==> config.mk <==
export PLATFORM = sky130hd
export DESIGN_NAME = dma_ext_channel
export DESIGN_NICKNAME = d
export VERILOG_FILES = /design/src/xmode_pkg.sv /design/src/beat_fifo.sv /design/src/dma_ext_channel.sv
export SDC_FILE = /design/constraint.sdc
export NUM_CORES = 1
export LEC_CHECK = 0
export ABC_AREA = 1
export ABC_CLOCK_PERIOD_IN_PS = 9420
export BUFFER_PORTS_ARGS = -buffer_cell sky130_fd_sc_hd__buf_2
export CAP_MARGIN = 5
export CORE_MARGIN = 3
export CORE_UTILIZATION = 40
export DETAILED_ROUTE_END_ITERATION = 8
export MAX_ROUTING_LAYER = met4
export PLACE_DENSITY = 0.69
export SYNTH_ARGS = -nofsm -noshare
export SYNTH_HDL_FRONTEND = slang
export SYNTH_SLANG_ARGS = --single-unit
==> constraint.sdc <==
create_clock -name clk -period 9.42 [get_ports clk]
set_input_delay 1.884 -clock clk [delete_from_list [all_inputs] [get_ports clk]]
set_output_delay 1.884 -clock clk [all_outputs]
set_load 0.02 [all_outputs]
==> src/xmode_pkg.sv <==
// Constants and types for the extended-mode DMA channel block
package xmode_pkg;
  // ==========================================================
  // Register map (APB byte addresses)
  localparam logic [11:0] ADDR_EXT_MODE  = 12'h000; // Write-only mode
  localparam logic [11:0] ADDR_CH_CFG    = 12'h004; // Readback of channel
  localparam logic [11:0] ADDR_START     = 12'h008; // Start address
  localparam logic [11:0] ADDR_COUNT     = 12'h00C; // Count minus one
  localparam logic [11:0] ADDR_PAGE      = 12'h010; // Low/high page
  localparam logic [11:0] ADDR_CTRL      = 12'h014; // Go / direction
  localparam logic [11:0] ADDR_STATUS    = 12'h018; // Done / remaining
  localparam logic [11:0] ADDR_CUR_ADDR  = 12'h01C; // Live address
  // ==========================================================
  // Field layout of the mode byte
  localparam int SEL_LSB   = 0;
  localparam int SEL_MSB   = 1;
  localparam int SIZE_LSB  = 2;
  localparam int SIZE_MSB  = 3;
  localparam int TIME_LSB  = 4;
  localparam int TIME_MSB  = 5;
  localparam int UPPER_LSB = 2;
  localparam int UPPER_MSB = 7;
  localparam logic [5:0] UPPER_RESET = 6'h00; // Compatible timing, 8-bit
  localparam logic [1:0] TIMING_COMPAT = 2'h0;
  // CTRL bits
  localparam int CTRL_GO  = 0;
  localparam int CTRL_DEC = 1;
  localparam int CTRL_CH_LSB = 4;
  localparam int CTRL_CH_MSB = 5;
  // Address steps
  localparam logic [15:0] STEP_ONE = 16'h0001;
  localparam logic [15:0] STEP_TWO = 16'h0002;
  // ==========================================================
  // Transfer size codes
  typedef enum logic [1:0] {
    SIZE_BYTE8   = 2'b00,
    SIZE_WORD16  = 2'b01,
    SIZE_RSVD    = 2'b10,
    SIZE_BYTE16  = 2'b11
  } size_type;
  typedef enum logic [1:0] {
    ST_IDLE = 2'b00,
    ST_RUN  = 2'b01,
    ST_WAIT = 2'b10
  } state_type;
endpackage

==> src/beat_fifo.sv <==
// Parameterised flip-flop FIFO with valid/ready on both sides
`timescale 1ns/1ps
module beat_fifo #(
  parameter int WIDTH = 8,
  parameter int DEPTH = 8
) (
  input  wire logic             clk,
  input  wire logic             resetn,
  input  wire logic             in_valid,
  output logic                  in_ready,
  input  wire logic [WIDTH-1:0] in_data,
  output logic                  out_valid,
  input  wire logic             out_ready,
  output logic      [WIDTH-1:0] out_data
);
  localparam int AW = $clog2(DEPTH);
  logic [WIDTH-1:0] mem_q [DEPTH];  // Storage
  logic [AW-1:0]    wr_q;           // Write index
  logic [AW-1:0]    rd_q;           // Read index
  logic [AW:0]      cnt_q;          // Fill level
  logic             push;
  logic             pop;

  // ==========================================================
  // Handshake
  // Full compare at counter width; DEPTH does not fit in AW bits
  assign in_ready  = (cnt_q != (AW+1)'(DEPTH)) ? 1'b1 : 1'b0;
  assign out_valid = (cnt_q != '0);
  assign push      = in_valid && in_ready;
  assign pop       = out_valid && out_ready;
  assign out_data  = mem_q[rd_q];

  // Storage write
  always_ff @(posedge clk) begin
    if (push) begin
      mem_q[wr_q] <= in_data;
    end
  end

  // Pointers and level
  always_ff @(posedge clk) begin
    if (!resetn) begin
      wr_q  <= '0;
      rd_q  <= '0;
      cnt_q <= '0;
    end else begin
      if (push) begin
        wr_q <= (wr_q == AW'(DEPTH-1)) ? '0 : wr_q + 1'b1;
      end
      if (pop) begin
        rd_q <= (rd_q == AW'(DEPTH-1)) ? '0 : rd_q + 1'b1;
      end
      cnt_q <= cnt_q + (AW+1)'(push) - (AW+1)'(pop);
    end
  end
endmodule

==> src/dma_ext_channel.sv <==
// Four-channel DMA extended-mode engine with APB registers
// Notes on behaviour
// Size codes: 00 byte8, 01 word16, 11 byte16
// Software never writes reserved size 10
// Byte8: any address, count is bytes minus one
// Word16: software loads even address shifted right
// Word16: count is words minus one
// Word16: pages unshifted, low page bit ignored
// Byte16 odd start: partial first/last transfers
// Byte16: address steps by two per cycle
// Byte16: count drops by bytes moved
// Bytes assembled so any memory width works
// Byte16 meant for 16-bit slaves, even starts
// Low two bits pick channel for upper six
// Reset sets timing field to compatible 00
// Write touches only the selected channel
//
// The register offsets and the APB register port were left to the implementer.
`timescale 1ns/1ps
module dma_ext_channel #(
  parameter int CHANNELS   = 4,
  parameter int FIFO_DEPTH = 8
) (
  input  wire logic        clk,
  input  wire logic        resetn,
  input  wire logic        psel,
  input  wire logic        penable,
  input  wire logic        pwrite,
  input  wire logic [11:0] paddr,
  input  wire logic [31:0] pwdata,
  output logic      [31:0] prdata,
  output logic             pready,
  output logic             pslverr,
  input  wire logic [15:0] src_data,
  input  wire logic        src_valid,
  output logic             src_ready,
  output logic             dst_valid,
  input  wire logic        dst_ready,
  output logic      [23:0] dst_addr,
  output logic      [15:0] dst_data,
  output logic      [1:0]  dst_byte_en,
  output logic             xfer_busy,
  output logic             xfer_done
);
  import xmode_pkg::*;

  // ==========================================================
  // Register state
  logic [5:0]  upper_q [CHANNELS];  // Per-channel bits 7:2
  logic [15:0] start_q;             // Programmed start address
  logic [15:0] count_q;             // Programmed count minus one
  logic [15:0] page_q;              // High page 15:8, low page 7:0
  logic        dec_q;               // Decrement direction
  logic [1:0]  chan_q;              // Channel running
  logic [1:0]  rdsel_q;             // Channel shown by readback
  logic [15:0] addr_q;              // Live address
  logic [16:0] remain_q;            // Bytes/words left minus one
  state_type   state_q;
  logic        done_q;
  logic        wr_en;
  logic        rd_en;
  logic        go;
  size_type    size_now;

  // ==========================================================
  // APB slave: zero wait states, error on unmapped
  assign pready = 1'b1;
  assign wr_en  = psel && penable && pwrite;
  assign rd_en  = psel && penable && !pwrite;
  assign go     = wr_en && (paddr == ADDR_CTRL) && pwdata[CTRL_GO]
                  && (state_q == ST_IDLE);
  assign pslverr = psel && penable &&
    !(paddr == ADDR_EXT_MODE || paddr == ADDR_CH_CFG ||
      paddr == ADDR_START || paddr == ADDR_COUNT ||
      paddr == ADDR_PAGE || paddr == ADDR_CTRL ||
      paddr == ADDR_STATUS || paddr == ADDR_CUR_ADDR);

  // Extended mode write: select in low bits, data above
  always_ff @(posedge clk) begin
    if (!resetn) begin
      for (int i = 0; i < CHANNELS; i++) begin
        upper_q[i] <= UPPER_RESET;
      end
    end else if (wr_en && paddr == ADDR_EXT_MODE) begin
      // Only the addressed channel changes
      upper_q[pwdata[SEL_MSB:SEL_LSB]] <= pwdata[UPPER_MSB:UPPER_LSB];
    end
  end

  // Plain programming registers
  always_ff @(posedge clk) begin
    if (!resetn) begin
      start_q <= 16'h0000;
      count_q <= 16'h0000;
      page_q  <= 16'h0000;
      dec_q   <= 1'b0;
      chan_q  <= 2'h0;
      rdsel_q <= 2'h0;
    end else if (wr_en) begin
      case (paddr)
        ADDR_START: start_q <= pwdata[15:0];
        ADDR_COUNT: count_q <= pwdata[15:0];
        ADDR_PAGE:  page_q  <= pwdata[15:0];
        ADDR_CH_CFG: rdsel_q <= pwdata[1:0];
        ADDR_CTRL: begin
          if (state_q == ST_IDLE) begin
            dec_q  <= pwdata[CTRL_DEC];
            chan_q <= pwdata[CTRL_CH_MSB:CTRL_CH_LSB];
          end
        end
        default: ;
      endcase
    end
  end

  // Read mux
  always_comb begin
    prdata = 32'h0000_0000;
    if (rd_en) begin
      case (paddr)
        ADDR_CH_CFG:   prdata = {24'h0, upper_q[rdsel_q], rdsel_q};
        ADDR_START:    prdata = {16'h0, start_q};
        ADDR_COUNT:    prdata = {16'h0, count_q};
        ADDR_PAGE:     prdata = {16'h0, page_q};
        ADDR_CTRL:     prdata = {26'h0, chan_q, 2'h0, dec_q, 1'b0};
        ADDR_STATUS:   prdata = {14'h0, remain_q, done_q};
        ADDR_CUR_ADDR: prdata = {16'h0, addr_q};
        default:       prdata = 32'h0000_0000;
      endcase
    end
  end

  // ==========================================================
  // Transfer engine
  assign size_now = size_type'(upper_q[chan_q][SIZE_MSB-UPPER_LSB:
                                               SIZE_LSB-UPPER_LSB]);

  // Beat formation
  logic        fifo_in_ready;
  logic        beat_fire;
  logic [1:0]  beat_be;
  logic [23:0] beat_addr;
  logic        last_beat;
  logic        odd_addr;

  assign odd_addr  = addr_q[0];
  assign beat_fire = (state_q == ST_RUN) && src_valid && fifo_in_ready;
  assign src_ready = (state_q == ST_RUN) && fifo_in_ready;

  // Lanes and bus address per mode; low page sits above the address
  // High page lies beyond the 24-bit bus and is only kept for readback
  always_comb begin
    beat_be   = 2'b01;
    beat_addr = {page_q[7:0], addr_q};
    last_beat = (remain_q == 17'h0);
    case (size_now)
      SIZE_BYTE8: begin
        // One byte per cycle, lane follows address
        beat_be   = odd_addr ? 2'b10 : 2'b01;
        beat_addr = {page_q[7:0], addr_q};
        last_beat = (remain_q == 17'h0);
      end
      SIZE_WORD16: begin
        // Address shifted, low page bit dropped
        beat_be   = 2'b11;
        beat_addr = {page_q[7:1], addr_q, 1'b0};
        last_beat = (remain_q == 17'h0);
      end
      SIZE_BYTE16: begin
        // Partial word at odd start or single byte end
        if (odd_addr) begin
          beat_be = 2'b10;
        end else if (remain_q == 17'h0) begin
          beat_be = 2'b01;
        end else begin
          beat_be = 2'b11;
        end
        // Word cycle on the even boundary, lanes pick the bytes
        beat_addr = {page_q[7:0], addr_q[15:1], 1'b0};
        // Odd partial with bytes left never ends the run
        last_beat = (remain_q == 17'h0) ||
                    (!odd_addr && remain_q == 17'h1);
      end
      default: begin
        // Reserved code: byte-mode address and count, always low lane
        beat_be   = 2'b01;
        beat_addr = {page_q[7:0], addr_q};
        last_beat = (remain_q == 17'h0);
      end
    endcase
  end

  // Address and count stepping
  always_ff @(posedge clk) begin
    if (!resetn) begin
      addr_q   <= 16'h0000;
      remain_q <= 17'h00000;
    end else if (go) begin
      addr_q   <= start_q;
      remain_q <= {1'b0, count_q};
    end else if (beat_fire) begin
      if (size_now == SIZE_BYTE16) begin
        // Step by two from the word boundary; odd start realigns
        if (odd_addr) begin
          addr_q <= dec_q ? {addr_q[15:1], 1'b0} - STEP_TWO
                          : {addr_q[15:1], 1'b0} + STEP_TWO;
        end else begin
          addr_q <= dec_q ? addr_q - STEP_TWO : addr_q + STEP_TWO;
        end
        // Count drops by bytes moved
        if (beat_be == 2'b11) begin
          remain_q <= remain_q - 17'h2;
        end else begin
          remain_q <= remain_q - 17'h1;
        end
      end else begin
        addr_q   <= dec_q ? addr_q - STEP_ONE : addr_q + STEP_ONE;
        remain_q <= remain_q - 17'h1;
      end
    end
  end

  // Sequencer
  always_ff @(posedge clk) begin
    if (!resetn) begin
      state_q <= ST_IDLE;
      done_q  <= 1'b0;
    end else begin
      case (state_q)
        ST_IDLE: begin
          if (go) begin
            state_q <= ST_RUN;
            done_q  <= 1'b0;
          end
        end
        ST_RUN: begin
          if (beat_fire && last_beat) begin
            state_q <= ST_WAIT;
          end
        end
        ST_WAIT: begin
          if (!dst_valid) begin
            state_q <= ST_IDLE;
            done_q  <= 1'b1;
          end
        end
        default: state_q <= ST_IDLE;
      endcase
    end
  end

  // ==========================================================
  // Output buffer: address, lanes and data
  logic [41:0] fifo_in;
  logic [41:0] fifo_out;
  logic [15:0] lane_data;

  // Odd byte goes to the high lane
  assign lane_data = (beat_be == 2'b10) ? {src_data[7:0], 8'h00}
                                        : src_data;
  assign fifo_in   = {beat_addr, beat_be, lane_data};

  beat_fifo #(
    .WIDTH (42),
    .DEPTH (FIFO_DEPTH)
  ) u_fifo (
    .clk       (clk),
    .resetn    (resetn),
    .in_valid  (beat_fire),
    .in_ready  (fifo_in_ready),
    .in_data   (fifo_in),
    .out_valid (dst_valid),
    .out_ready (dst_ready),
    .out_data  (fifo_out)
  );

  assign dst_addr    = fifo_out[41:18];
  assign dst_byte_en = fifo_out[17:16];
  assign dst_data    = fifo_out[15:0];
  assign xfer_busy   = (state_q != ST_IDLE);
  assign xfer_done   = done_q;

  // ==========================================================
  // Checks
  // Timing field of channel 0 is compatible right after reset
  chk_reset_timing: assert property (@(posedge clk)
    $rose(resetn) |-> upper_q[0][TIME_MSB-UPPER_LSB:TIME_LSB-UPPER_LSB]
                      == TIMING_COMPAT)
    else $error("timing not compatible after reset");
  // Mode write to another channel leaves channel 0 alone
  chk_sel_only: assert property (@(posedge clk)
    disable iff (!resetn)
    wr_en && paddr == ADDR_EXT_MODE && pwdata[1:0] != 2'h0
      |=> $stable(upper_q[0]))
    else $error("unselected channel changed");
  // Mode write to channel 1 stores the upper six bits
  chk_sel_write: assert property (@(posedge clk)
    disable iff (!resetn)
    wr_en && paddr == ADDR_EXT_MODE && pwdata[1:0] == 2'h1
      |=> upper_q[1] == $past(pwdata[7:2]))
    else $error("selected channel not written");
  // Even byte16 beat moves the address up by two
  chk_step_two: assert property (@(posedge clk)
    disable iff (!resetn)
    beat_fire && size_now == SIZE_BYTE16 && !odd_addr && !dec_q
      |=> addr_q == $past(addr_q) + STEP_TWO)
    else $error("byte16 address step wrong");
  // Odd byte16 beat realigns and still steps by two
  chk_odd_step: assert property (@(posedge clk)
    disable iff (!resetn)
    beat_fire && size_now == SIZE_BYTE16 && odd_addr && !dec_q
      |=> addr_q == {$past(addr_q[15:1]), 1'b0} + STEP_TWO)
    else $error("byte16 odd address step wrong");
  // Full word drops the count by two
  chk_count_bytes: assert property (@(posedge clk)
    disable iff (!resetn)
    beat_fire && size_now == SIZE_BYTE16 && beat_be == 2'b11
      |=> remain_q == $past(remain_q) - 17'h2)
    else $error("byte16 count not reduced by two");
  // Single byte drops the count by one
  chk_count_one: assert property (@(posedge clk)
    disable iff (!resetn)
    beat_fire && size_now == SIZE_BYTE16 && beat_be != 2'b11
      |=> remain_q == $past(remain_q) - 17'h1)
    else $error("byte16 count not reduced by one");
  // Odd byte16 address with bytes left is not the last beat
  chk_odd_tail: assert property (@(posedge clk)
    disable iff (!resetn)
    state_q == ST_RUN && size_now == SIZE_BYTE16 && odd_addr
      && remain_q != 17'h0 |-> !last_beat)
    else $error("odd partial ended transfer early");
  // Odd byte16 address uses the high lane only
  chk_odd_partial: assert property (@(posedge clk)
    disable iff (!resetn)
    state_q == ST_RUN && size_now == SIZE_BYTE16 && odd_addr
      |-> beat_be == 2'b10)
    else $error("odd start not partial");
  // Word mode drives the address one bit up, bit 0 low
  chk_word_lsb: assert property (@(posedge clk)
    disable iff (!resetn)
    state_q == ST_RUN && size_now == SIZE_WORD16
      |-> beat_addr[8] == addr_q[7] && beat_addr[0] == 1'b0)
    else $error("word address not shifted");
  // Byte mode moves one byte and one address per beat
  chk_byte_step: assert property (@(posedge clk)
    disable iff (!resetn)
    beat_fire && size_now == SIZE_BYTE8 && !dec_q
      |=> addr_q == $past(addr_q) + STEP_ONE
          && remain_q == $past(remain_q) - 17'h1)
    else $error("byte mode step wrong");
  // Start loads the programmed count and enters the run state
  chk_load_count: assert property (@(posedge clk)
    disable iff (!resetn)
    go |=> remain_q == {1'b0, $past(count_q)} ##0 state_q == ST_RUN)
    else $error("count not loaded");
  // Word mode counts one per beat
  chk_word_step: assert property (@(posedge clk)
    disable iff (!resetn)
    beat_fire && size_now == SIZE_WORD16 && !dec_q
      |=> remain_q == $past(remain_q) - 17'h1)
    else $error("word count step wrong");
endmodule

==> results of run 1 <==
## worst max-delay path, delay by kind of cell
kind	cells	cell delay, ps
compound gates	2	510
simple gates	5	1080
buf+inv	2	340
## cell usage in the layout, fill, tap and decap left out, types with 8 or more instances in the layout
cell type / synthesis / layout
nor2_1: 422 / 414
edfxtp_1: 360 / 360
nand2_1: 285 / 285
o21ai_0: 276 / 276
inv_1: 188 / 186
buf_2: 20 / 115
a21oi_1: 111 / 111
dfxtp_1: 106 / 104
o22ai_1: 87 / 87
a31oi_1: 55 / 55
clkbuf_16: 0 / 48
nand3_1: 42 / 42
ha_1: 29 / 29
xor2_1: 28 / 28
buf_4: 17 / 21
nor3_1: 18 / 18
conb_1: 2 / 15
o211ai_1: 12 / 12
nor2_4: 3 / 11
nand4_1: 11 / 11
clkinv_1: 1 / 10
inv_2: 9 / 9
clkinv_2: 0 / 9
clkbuf_1: 76 / 8
## kinds of logic after synthesis
group | synth area share
AO/OA/AOI/OAI | 0.145
XOR/XNOR | 0.0127
adder cells (fa/ha/maj) | 0.0198
buffers and inverters | 0.0631
flip-flops | 0.605
other | 0.000352
AND/OR/NAND/NOR | 0.153
## layer usage
| metal | up-vias | share of wire | global-route usage |
|---|---|---|---|
| met3 | 80 | 0.071 | 0.0278 |
| met2 | 615 | 0.47 | 0.319 |
| met1 | 7870 | 0.44 | 0.271 |
| met5 | - | 0 | - |
| li1 | 7775 | - | - |
| met4 | 0 | 0.019 | 0.0445 |
## power breakdown
| part | switching [W] | internal [W] | leakage (nW) |
|---|---|---|---|
| Clock | 0.000783 | 0.00113 | 0.783 |
| Sequential | 0.0000434 | 0.00222 | 4.08 |
| Combinational | 0.000654 | 0.000270 | 3.99 |
| Total | 0.00148 | 0.00361 | 8.85 |
## state kept, by name, summed over array words and instances, names as in the netlist, named ones only
register / cells
chan_q: 2
u_fifo.mem_q: 336
page_q: 16
u_fifo.rd_q: 3
u_fifo.cnt_q: 4
addr_q: 16
remain_q: 17
count_q: 16
xfer_done: 1
state_q: 2
dec_q: 1
start_q: 16
rdsel_q: 2
upper_q: 24
u_fifo.wr_q: 3
## cell type report
| cell class | instances | area, um^2 | share of cell area |
|---|---|---|---|
| inverters | 198 | 747 | 0.0310 |
| multi-input cells | 1448 | 7190 | 0.299 |
| flip-flops and latches | 466 | 12900 | 0.538 |
| well taps | 688 | 861 | 0.0358 |
| repair buffers | 136 | 733 | 0.0305 |
| clock buffers | 59 | 1270 | 0.0526 |
| clock inverters | 28 | 334 | 0.0139 |
## through the flow
| step | total power [W] | hold WS, ps | instances | setup WS, ps | util |
|---|---|---|---|---|---|
| finish | 0.00509 | 492 | 3023 | 3700 | 0.457 |
| global route | 0.00532 | 515 | 3023 | 3610 | 0.457 |
| CTS | 0.00514 | 491 | 3023 | 3700 | 0.457 |
| detailed placement | 0.00324 | 483 | 2936 | 3700 | 0.427 |
| global placement | 0.00321 | 465 | 2936 | 3710 | 0.427 |
| floorplan | 0.00294 | 436 | 2237 | 4240 | - |
## how the worst max path moves through the flow
stage / startpoint / end
after floorplan: paddr[11] / prdata[14]
after global placement: paddr[11] / prdata[5]
after global routing: paddr[9] / prdata[5]
after CTS: paddr[9] / prdata[5]
after detailed placement: paddr[9] / prdata[5]
final: paddr[9] / prdata[5]
==> summary.md, run 1 <==
| Metric | Value |
|---|---|
| Outcome | `finished, final reports clean` |
| Worst-path cell chain | `buf_2 > nor2_1 > nand2_2 > nor3_4 > nand2_1 > o2111ai_2 > nand2_2 > a21oi_1 > buf_2` |
| Element type at the critical path start | `input port` |
| Hold path start | `chan_q[1]` |
| Vias | `~16000` |
| Main synth FF type | `edfxtp_1` |
| DRT iter0 DRCs | `around 1400` |
| CTS hold repair buffers | `0` |
| Crit end category | `output pin` |
| Count leader, synth | `nor2_1` |
| Most instantiated cells after synthesis | `nor2_1, edfxtp_1, nand2_1` |
| Gr ovfl total | `0` |
| VDD IR-drop max | `about 0.00017 V` |
| CP peak stage delay | `350 ps` |
| Initial core utilization | `0.406` |
| Hold Path End | `chan_q[1]` |
| Die H | `237 um` |
| Buffers on Ports | `~120` |
| WHS Path Cells | `2` |
| Hold Path Class | `reg -> reg` |
| Post-Layout Inst Area | `24100 um^2` |
| Slowest CP cell | `nand2_1` |
| Clock sinks | `466` |
| Synth top area share | `0.506` |
| Vias per cell | `5.41` |
| Detailed Routing Iterations Pass 1 | `7` |
| Worst Path Arrival | `3840 ps` |
| Fillers | `between 4000 and 5000` |
| Detailed Route WL | `approximately 56 mm` |
| CTS tree | `built` |
| Final setup TNS | `0 ps` |
| Sequential area share after synthesis | `0.605` |
| Mapped Avg Cell Area | `9.61 um^2` |
| Synth-to-Final Area Change | `12.7%` |
| Fin. max-slew vios | `0` |
| Placement-stage cell area | `22500 um^2` |
| Clock skew | `roughly 33 ps` |
| Synth top area cells | `edfxtp_1, dfxtp_1, nor2_1, o21ai_0, nand2_1` |
| Worst Reg2Reg Path Length in Cells | `8` |
| Setup CP Type | `in -> out` |
| Setup violations, final | `0` |
| Final hold violation count | `0` |
| Leading area contributor after synthesis | `edfxtp_1` |
| Ports | `147` |
| Post-layout min period | `5720 ps` |
| PostCTS Resize Cnt | `0` |
| Detail Route Antenna Nets | `0` |
| Yosys reg bits | `466` |
| Final GP Congestion | `0.987` |
| CTS buffer count | `48` |
| Largest net degree at the start of global routing | `97` |
| Core area | `52700 um^2` |
| Reg-to-Reg End | `u_fifo.mem_q[2][5]` |
| CTS root buf | `clkbuf_16` |
| Yosys cell types | `51` |
| Die Span X | `between 200 and 250 um` |
| Post-synth EDFFs | `360` |
| Final Cycle Share | `0.607` |
| Pwr per Cell Area | `between 200 and 250 nW/um^2` |
| Core Rows | `84` |
| WL per Instance | `roughly 19 um` |
| Worst relative slew slack | `0.182` |
| DRC | `0` |
| Pleak | `8.85 nW` |
| Cell Area, Synth | `between 20000 and 25000 um^2` |
| Fraction of layout cells with a size suffix above 1 | `0.108` |
| Clock buffer depth | `3` |
| RSZ-0062 raised after global routing | `no` |
| Asr flop ratio synth | `0` |
| First-pass GRT wire length | `between 80 and 90 mm` |
| Post-CTS setup buffer count | `0` |
| Clock transition at path regs | `60 ps` |
| Post-DP HPWL | `34.7 mm` |
| Initial antenna violation count | `0` |
| Synthesized instance count | `2224` |
| Worst Tran Pin Value | `1210 ps` |
| Max Cap Violations | `0` |
| Crit-path max FO | `16` |
| GRT Util Overall | `0.199` |
| Net total in the final layout | `between 2000 and 2500` |
| Reg-to-reg startpoint | `u_fifo.cnt_q[2]` |
| Reg2Reg Setup Slack | `6140 ps` |
| Die area | `approximately 56000 um^2` |
| H-Tree Depth | `2` |
| Synth warn | `0` |
| # diodes | `0` |
| Worst-Skew Late Latency | `about 600 ps` |
| F_max | `175 MHz` |
| Vias in the first global route | `15600` |
| WP data required | `approximately 7500 ps` |
No activity file was read; power rests on OpenSTA's default activity.
==> run 2, diff against run 1 <==
Settings changed: ABC_CLOCK_PERIOD_IN_PS 9420 to 6000.
Clock period 9.42 ns to 6 ns, I/O delays scaled along.
==> run 2 against run 1 <==
Largest power group unchanged. Core utilization down 0.064 points. Die area unchanged. Register-to-register slack worse by 3500 ps. Largest cell class unchanged.
==> summary.md, run 2 (synthesis results as in run 1) <==
| Metric | Value |
|---|---|
| Worst-Skew Late Latency | `600 ps` |
| Sw Ratio | `0.296` |
| H-Tree Depth | `2` |
| Pleak | `8.84 nW` |
| Initial core utilization | `0.406` |
| Hold Path Class | `reg -> reg` |
| CTS buffer count | `47` |
| CTS tree | `built` |
| Die Span X | `around 240 um` |
| Clock skew | `37.8 ps` |
| Outcome | `finished, final reports clean` |
| Fraction of layout cells with a size suffix above 1 | `0.110` |
| Fillers | `4924` |
| Worst Reg2Reg Path Length in Cells | `10` |
| First-pass GRT wire length | `88.2 mm` |
| CTS hold repair buffers | `0` |
| Worst-path cell chain | `inv_4 > buf_4 > o21ai_0 > o22ai_1 > nor2_1 > a31oi_1 > buf_2` |
| Internal Power | `0.00557 W` |
| Setup violations, final | `0` |
| Clock transition at path regs | `roughly 60 ps` |
| Synth-to-Final Area Change | `12.5%` |
| Biggest register | `u_fifo.mem_q` |
| Post-layout min period | `between 4000 and 5000 ps` |
| Footprint of the multi-input gates | `about 7200 um^2` |
| F_max | `224 MHz` |
| Most frequent cells in the layout | `nor2_1, edfxtp_1, nand2_1` |
| Net Sw Power | `between 0.002 and 0.0025 W` |
| Cell Count Post-Placement | `2941` |
| DRC | `0` |
| Die H | `approximately 240 um` |
| WL per Instance | `18.8 um` |
| PostCTS Resize Cnt | `0` |
| WHS Path Cells | `2` |
| Vias per cell | `5.38` |
| Core Rows | `84` |
| Worst relative slew slack | `0.109` |
| Clock sinks | `466` |
| Combinational Power Share | `0.185` |
| Pwr per Cell Area | `329 nW/um^2` |
| Vias in the first global route | `15600` |
| WP data required | `4800 ps` |
| Ports | `147` |
| Placement-stage cell area | `22500 um^2` |
| Register area | `12900 um^2` |
| Post-DP HPWL | `36.3 mm` |
| Gr ovfl total | `0` |
| Fin cells | `3029` |
| CTS root buf | `clkbuf_16` |
| Post-CTS setup buffer count | `0` |
| Worst Tran Pin Value | `between 1000 and 1500 ps` |
| Final Cycle Share | `0.743` |
| Crit-path max FO | `between 100 and 150` |
| VDD IR-drop max | `0.000213 V` |
| Hold Path End | `chan_q[1]` |
| Detailed Routing Iterations Pass 1 | `5` |
| Reg2Reg Setup Slack | `~2600 ps` |
| Final GP Congestion | `0.953` |
| Net total in the final layout | `~2400` |
| Max FFs per register | `336` |
| Vias | `about 16000` |
| Initial antenna violation count | `0` |
| # diodes | `0` |
| RSZ-0062 raised after global routing | `no` |
| Hold path start | `chan_q[1]` |
| Buffers on Ports | `115` |
| GRT Util Overall | `0.203` |
| Max Cap Violations | `0` |
| Largest net degree at the start of global routing | `103` |
| Detail Route Antenna Nets | `0` |
| Detailed Route WL | `56.9 mm` |
| Clock Power Share | `0.368` |
| Slowest CP cell | `inv_4` |
| Post-Layout Inst Area | `24000 um^2` |
| CP peak stage delay | `about 760 ps` |
| Final hold violation count | `0` |
| Seq pwr share | `0.447` |
| Reg-to-Reg End | `u_fifo.mem_q[4][27]` |
| Reg-to-reg startpoint | `state_q[0]` |
| Element type at the critical path start | `flip-flop` |
| Clock buffer depth | `3` |
| Final setup TNS | `0 ps` |
| Crit end category | `output pin` |
| Leading cell type in the layout, fill and taps excluded | `nor2_1` |
| Fin. max-slew vios | `0` |
| Core area | `between 50000 and 60000 um^2` |
| DRT iter0 DRCs | `1454` |
| Worst Path Arrival | `~3300 ps` |
| Die area | `between 50000 and 60000 um^2` |
| Top Registers | `u_fifo.mem_q: 336 flops, upper_q: 24 flops, remain_q: 17 flops` |
| Setup CP Type | `reg -> out` |
-- run 2: layout make-up --
type	count	area share
Sequential cell	466	0.538
Multi-Input combinational cell	1448	0.299
Clock buffer	58	0.0520
Tap cell	688	0.0358
Timing Repair Buffer	141	0.0321
Inverter	198	0.0311
Clock inverter	30	0.0117
-- run 2: critical path, delay by kind of cell (launching register included) --
kind	cells	cell delay, ps
compound gates	3	550
buf+inv	3	1490
flops	1	530
simple gates	1	60
-- run 2: worst max path at each step --
stage / to / slack (ps) / cells after the start
after floorplan: u_fifo.mem_q[0][0] / 2060 / 5
after CTS: dst_data[1] / 1520 / 7
after detailed placement: prdata[5] / 1580 / 9
final: dst_data[2] / 1540 / 7
after global routing: dst_data[4] / 1320 / 7
after global placement: prdata[5] / 1570 / 9
-- run 2: routing by layer --
layer | wire, um | vias up | track usage
li1 | - | 7806 | -
met1 | 24800 | 7809 | 0.272
met2 | 26800 | 614 | 0.327
met3 | 4380 | 78 | 0.0346
met4 | 1000 | 0 | 0.0453
met5 | 0 | - | -
-- run 2: power groups by stage --
stage          clock network, W  registers, W  logic [W]
2_1_floorplan                 0       0.00356    0.00105
3_5_place_dp                  0       0.00361    0.00148
4_1_cts                 0.00296       0.00354    0.00148
5_1_grt                 0.00310       0.00354    0.00162
6_report                0.00291       0.00354    0.00146
3_3_place_gp                  0       0.00360    0.00144
-- run 2: through the flow --
step | util | hold WS, ps | worst slack (ps) | power (W)
after CTS | 0.456 | 472 | 1520 | 0.00797
after floorplan | - | 436 | 2060 | 0.00461
after global placement | 0.427 | 467 | 1570 | 0.00504
final | 0.456 | 476 | 1540 | 0.00791
after global routing | 0.456 | 503 | 1320 | 0.00826
after detailed placement | 0.427 | 462 | 1580 | 0.00508
==> run 3, diff against run 2 <==
Settings changed: ABC_AREA 1 to 0, ABC_CLOCK_PERIOD_IN_PS 6000 to 3900, PLACE_DENSITY 0.69 to 0.71.
Clock period 6 ns to 3.9 ns, I/O delays scaled along.
==> run 3 against run 2 <==
Core utilization increased by 1.3 points. Register-to-register slack got worse by 1900 ps. First-iteration DRC count decreased by 14%. Critical endpoint is now prdata[4].
==> summary.md, run 3 <==
| Metric | Value |
|---|---|
| Vias | `about 12000` |
| Final setup TNS | `0 ps` |
| Synth Area in Simple Gates | `0.0788` |
| CP dominant cell by count | `buf_2` |
| Worst-path cell chain | `buf_2 > nor4_1 > nand3_1 > nor2_1 > and2_1 > a22oi_1 > a31oi_1 > buf_2` |
| Top Registers | `u_fifo.mem_q: 336 flops, upper_q: 24 flops, remain_q: 17 flops` |
| Largest net degree at the start of global routing | `between 40 and 50` |
| First-pass GRT wire length | `73.9 mm` |
| Pleak | `between 7 and 8 nW` |
| Fin cells | `2191` |
| Synth-to-Final Area Change | `15.0%` |
| Clock sinks | `466` |
| Max Cap Violations | `0` |
| Most instantiated cells after synthesis | `edfxtp_1, nand2_1, dfxtp_1` |
| GRT Util Overall | `0.185` |
| Detail Route Antenna Nets | `0` |
| Yosys reg bits | `466` |
| Detailed Route WL | `48.2 mm` |
| Delay-heaviest family, CP | `simple AND/OR/NAND/NOR gates` |
| DRT iter0 DRCs | `1250` |
| RSZ-0062 raised after global routing | `no` |
| Fraction of layout cells with a size suffix above 1 | `0.269` |
| Outcome | `finished, final reports clean` |
| CP peak stage delay | `400 ps` |
| Leading area contributor after synthesis | `edfxtp_1` |
| Core area | `~49000 um^2` |
| Final Cycle Share | `0.928` |
| Hold Worst Slack | `around 460 ps` |
| Pwr per Cell Area | `494 nW/um^2` |
| CTS root buf | `clkbuf_16` |
| Cell Count Post-Placement | `2108` |
| Count leader, synth | `edfxtp_1` |
| Biggest register | `u_fifo.mem_q` |
| Xor and xnor area share after synthesis | `0.00565` |
| CTS hold repair buffers | `0` |
| WP data required | `~3100 ps` |
| Ports | `about 150` |
| Worst Tran Pin Value | `996 ps` |
| Slowest CP cell | `and2_1` |
| Initial core utilization | `0.408` |
| Gr ovfl total | `0` |
| Post-DP HPWL | `between 30 and 40 mm` |
| Leading cell type in the layout, fill and taps excluded | `edfxtp_1` |
| Clock skew | `12.5 ps` |
| Post-layout min period | `3620 ps` |
| Cell Area, Synth | `20200 um^2` |
| Synth top area share | `0.536` |
| Detailed Routing Iterations Pass 1 | `8` |
| H-Tree Depth | `2` |
| Synthesized instance count | `1367` |
| Die area | `~53000 um^2` |
| Vias in the first global route | `12400` |
| Fin. max-slew vios | `0` |
| VDD IR-drop max | `0.000508 V` |
| Sequential area share after synthesis | `0.642` |
| Crit-path max FO | `9` |
| Worst relative slew slack | `0.329` |
| F_max | `~280 MHz` |
| Main synth FF type | `edfxtp_1` |
| Post-synth EDFFs | `360` |
| Core Rows | `81` |
| Buffers on Ports | `115` |
| Element type at the critical path start | `input port` |
| CTS buffer count | `46` |
| Largest family of logic cells by synthesized area | `multiplexers` |
| Yosys cell types | `74` |
| Vias per cell | `5.67` |
| Most frequent cells in the layout | `edfxtp_1, nand2_1, buf_2` |
| PostCTS Resize Cnt | `0` |
| Die H | `230 um` |
| Reg2Reg Setup Slack | `710 ps` |
| DRC | `0` |
| WL per Instance | `22.0 um` |
| Clock transition at path regs | `60 ps` |
| Crit end category | `output pin` |
| Worst Path Arrival | `between 2000 and 3000 ps` |
| Util after Layout | `0.470` |
| Die Span X | `230 um` |
| Worst-Skew Late Latency | `560 ps` |
| Initial antenna violation count | `0` |
| Asr flop ratio synth | `0` |
| # diodes | `0` |
| Hold Path Class | `reg -> reg` |
| Fraction of the mapped netlist area in adder cells | `0.0210` |
| Final hold violation count | `0` |
| Final GP Congestion | `between 0.9 and 1` |
| Synth top area cells | `edfxtp_1, dfxtp_1, mux4_2, mux2_2, nand2_1` |
| Mapped Avg Cell Area | `14.7 um^2` |
| Post-CTS setup buffer count | `0` |
| WP buf/inv | `2` |
| Setup CP Type | `in -> out` |
| Compound-cell area share of the yosys netlist | `0.0818` |
| Synth warn | `0` |
| Clock buffer depth | `3` |
| CTS tree | `built` |
| Net total in the final layout | `approximately 1600` |
| Power Total | `0.0114 W` |
| Setup violations, final | `0` |
| Max FFs per register | `336` |
| Mux share of post-synthesis cell area | `0.146` |
run 3: cell types whose count changed in the layout (fill, tap and decap cells not counted), sizes merged, moves of 23 or more:
cell   before  now
a22oi       1   36
a31oi      56   10
and2        0   40
inv       199   22
mux2        0   65
mux4        0   92
nand2     293  142
nand3      44   12
nor2      429   40
o21ai     281   17
o22ai      87    5
xor2       28    5
run 3: path summary, 6_finish.rpt:
check                   from          to  depth (start not counted)
hold reg to reg   page_q[13]  page_q[13]                          2
hold / removal    page_q[13]  page_q[13]                          2
setup reg to reg       dec_q  addr_q[13]                          8
setup / recovery    paddr[7]   prdata[4]                          8
run 3: final cells by class:
| class | instances | area (um^2) |
|---|---|---|
| fillers | 4246 | 26200 |
| flip-flops and latches | 466 | 12900 |
| multi-input cells | 798 | 6880 |
| clock buffers | 52 | 1170 |
| repair buffers | 159 | 981 |
| well taps | 664 | 831 |
| clock inverters | 31 | 299 |
| inverters | 21 | 78.8 |
run 3: per-layer routing:
| metal | vias to the layer above | share of wire | track usage |
|---|---|---|---|
| met1 | 6226 | 0.42 | 0.247 |
| met5 | - | 0 | - |
| li1 | 5559 | - | - |
| met4 | 0 | 0.020 | 0.0448 |
| met3 | 86 | 0.079 | 0.0302 |
| met2 | 554 | 0.48 | 0.297 |
run 3: cell families (layout without fill, tap and decap cells):
kind of cell               count (synthesis)  count (layout)
DFF                                      466             466
and+or+nand+nor                          323             323
AOI/OAI and AO/OA                        245             245
muxes                                    170             170
buffers and inverters                    116             263
adders and majority gates                 32              32
xor gates and xnor gates                  13              13
other                                      2              15
run 3: power breakdown:
part           total (W)  leakage [nW]  internal (W)  switching (W)
logic            0.00166          2.85      0.000799       0.000858
registers        0.00545          4.31       0.00535       0.000103
clock network    0.00434         0.717       0.00250        0.00184
run 3: worst min-delay path, delay by kind of cell, from the launching register on:
family             cells  cell delay (ps)
DFF                    1              310
and+or+nand+nor        1               50
AOI/OAI and AO/OA      1               50
run 3: through the flow:
stage	cell area, um^2	worst slack (ps)
2_1_floorplan	20300	-392
3_3_place_gp	21700	357
3_5_place_dp	21700	311
4_1_cts	23200	296
5_1_grt	23200	32.7
6_report	23200	282
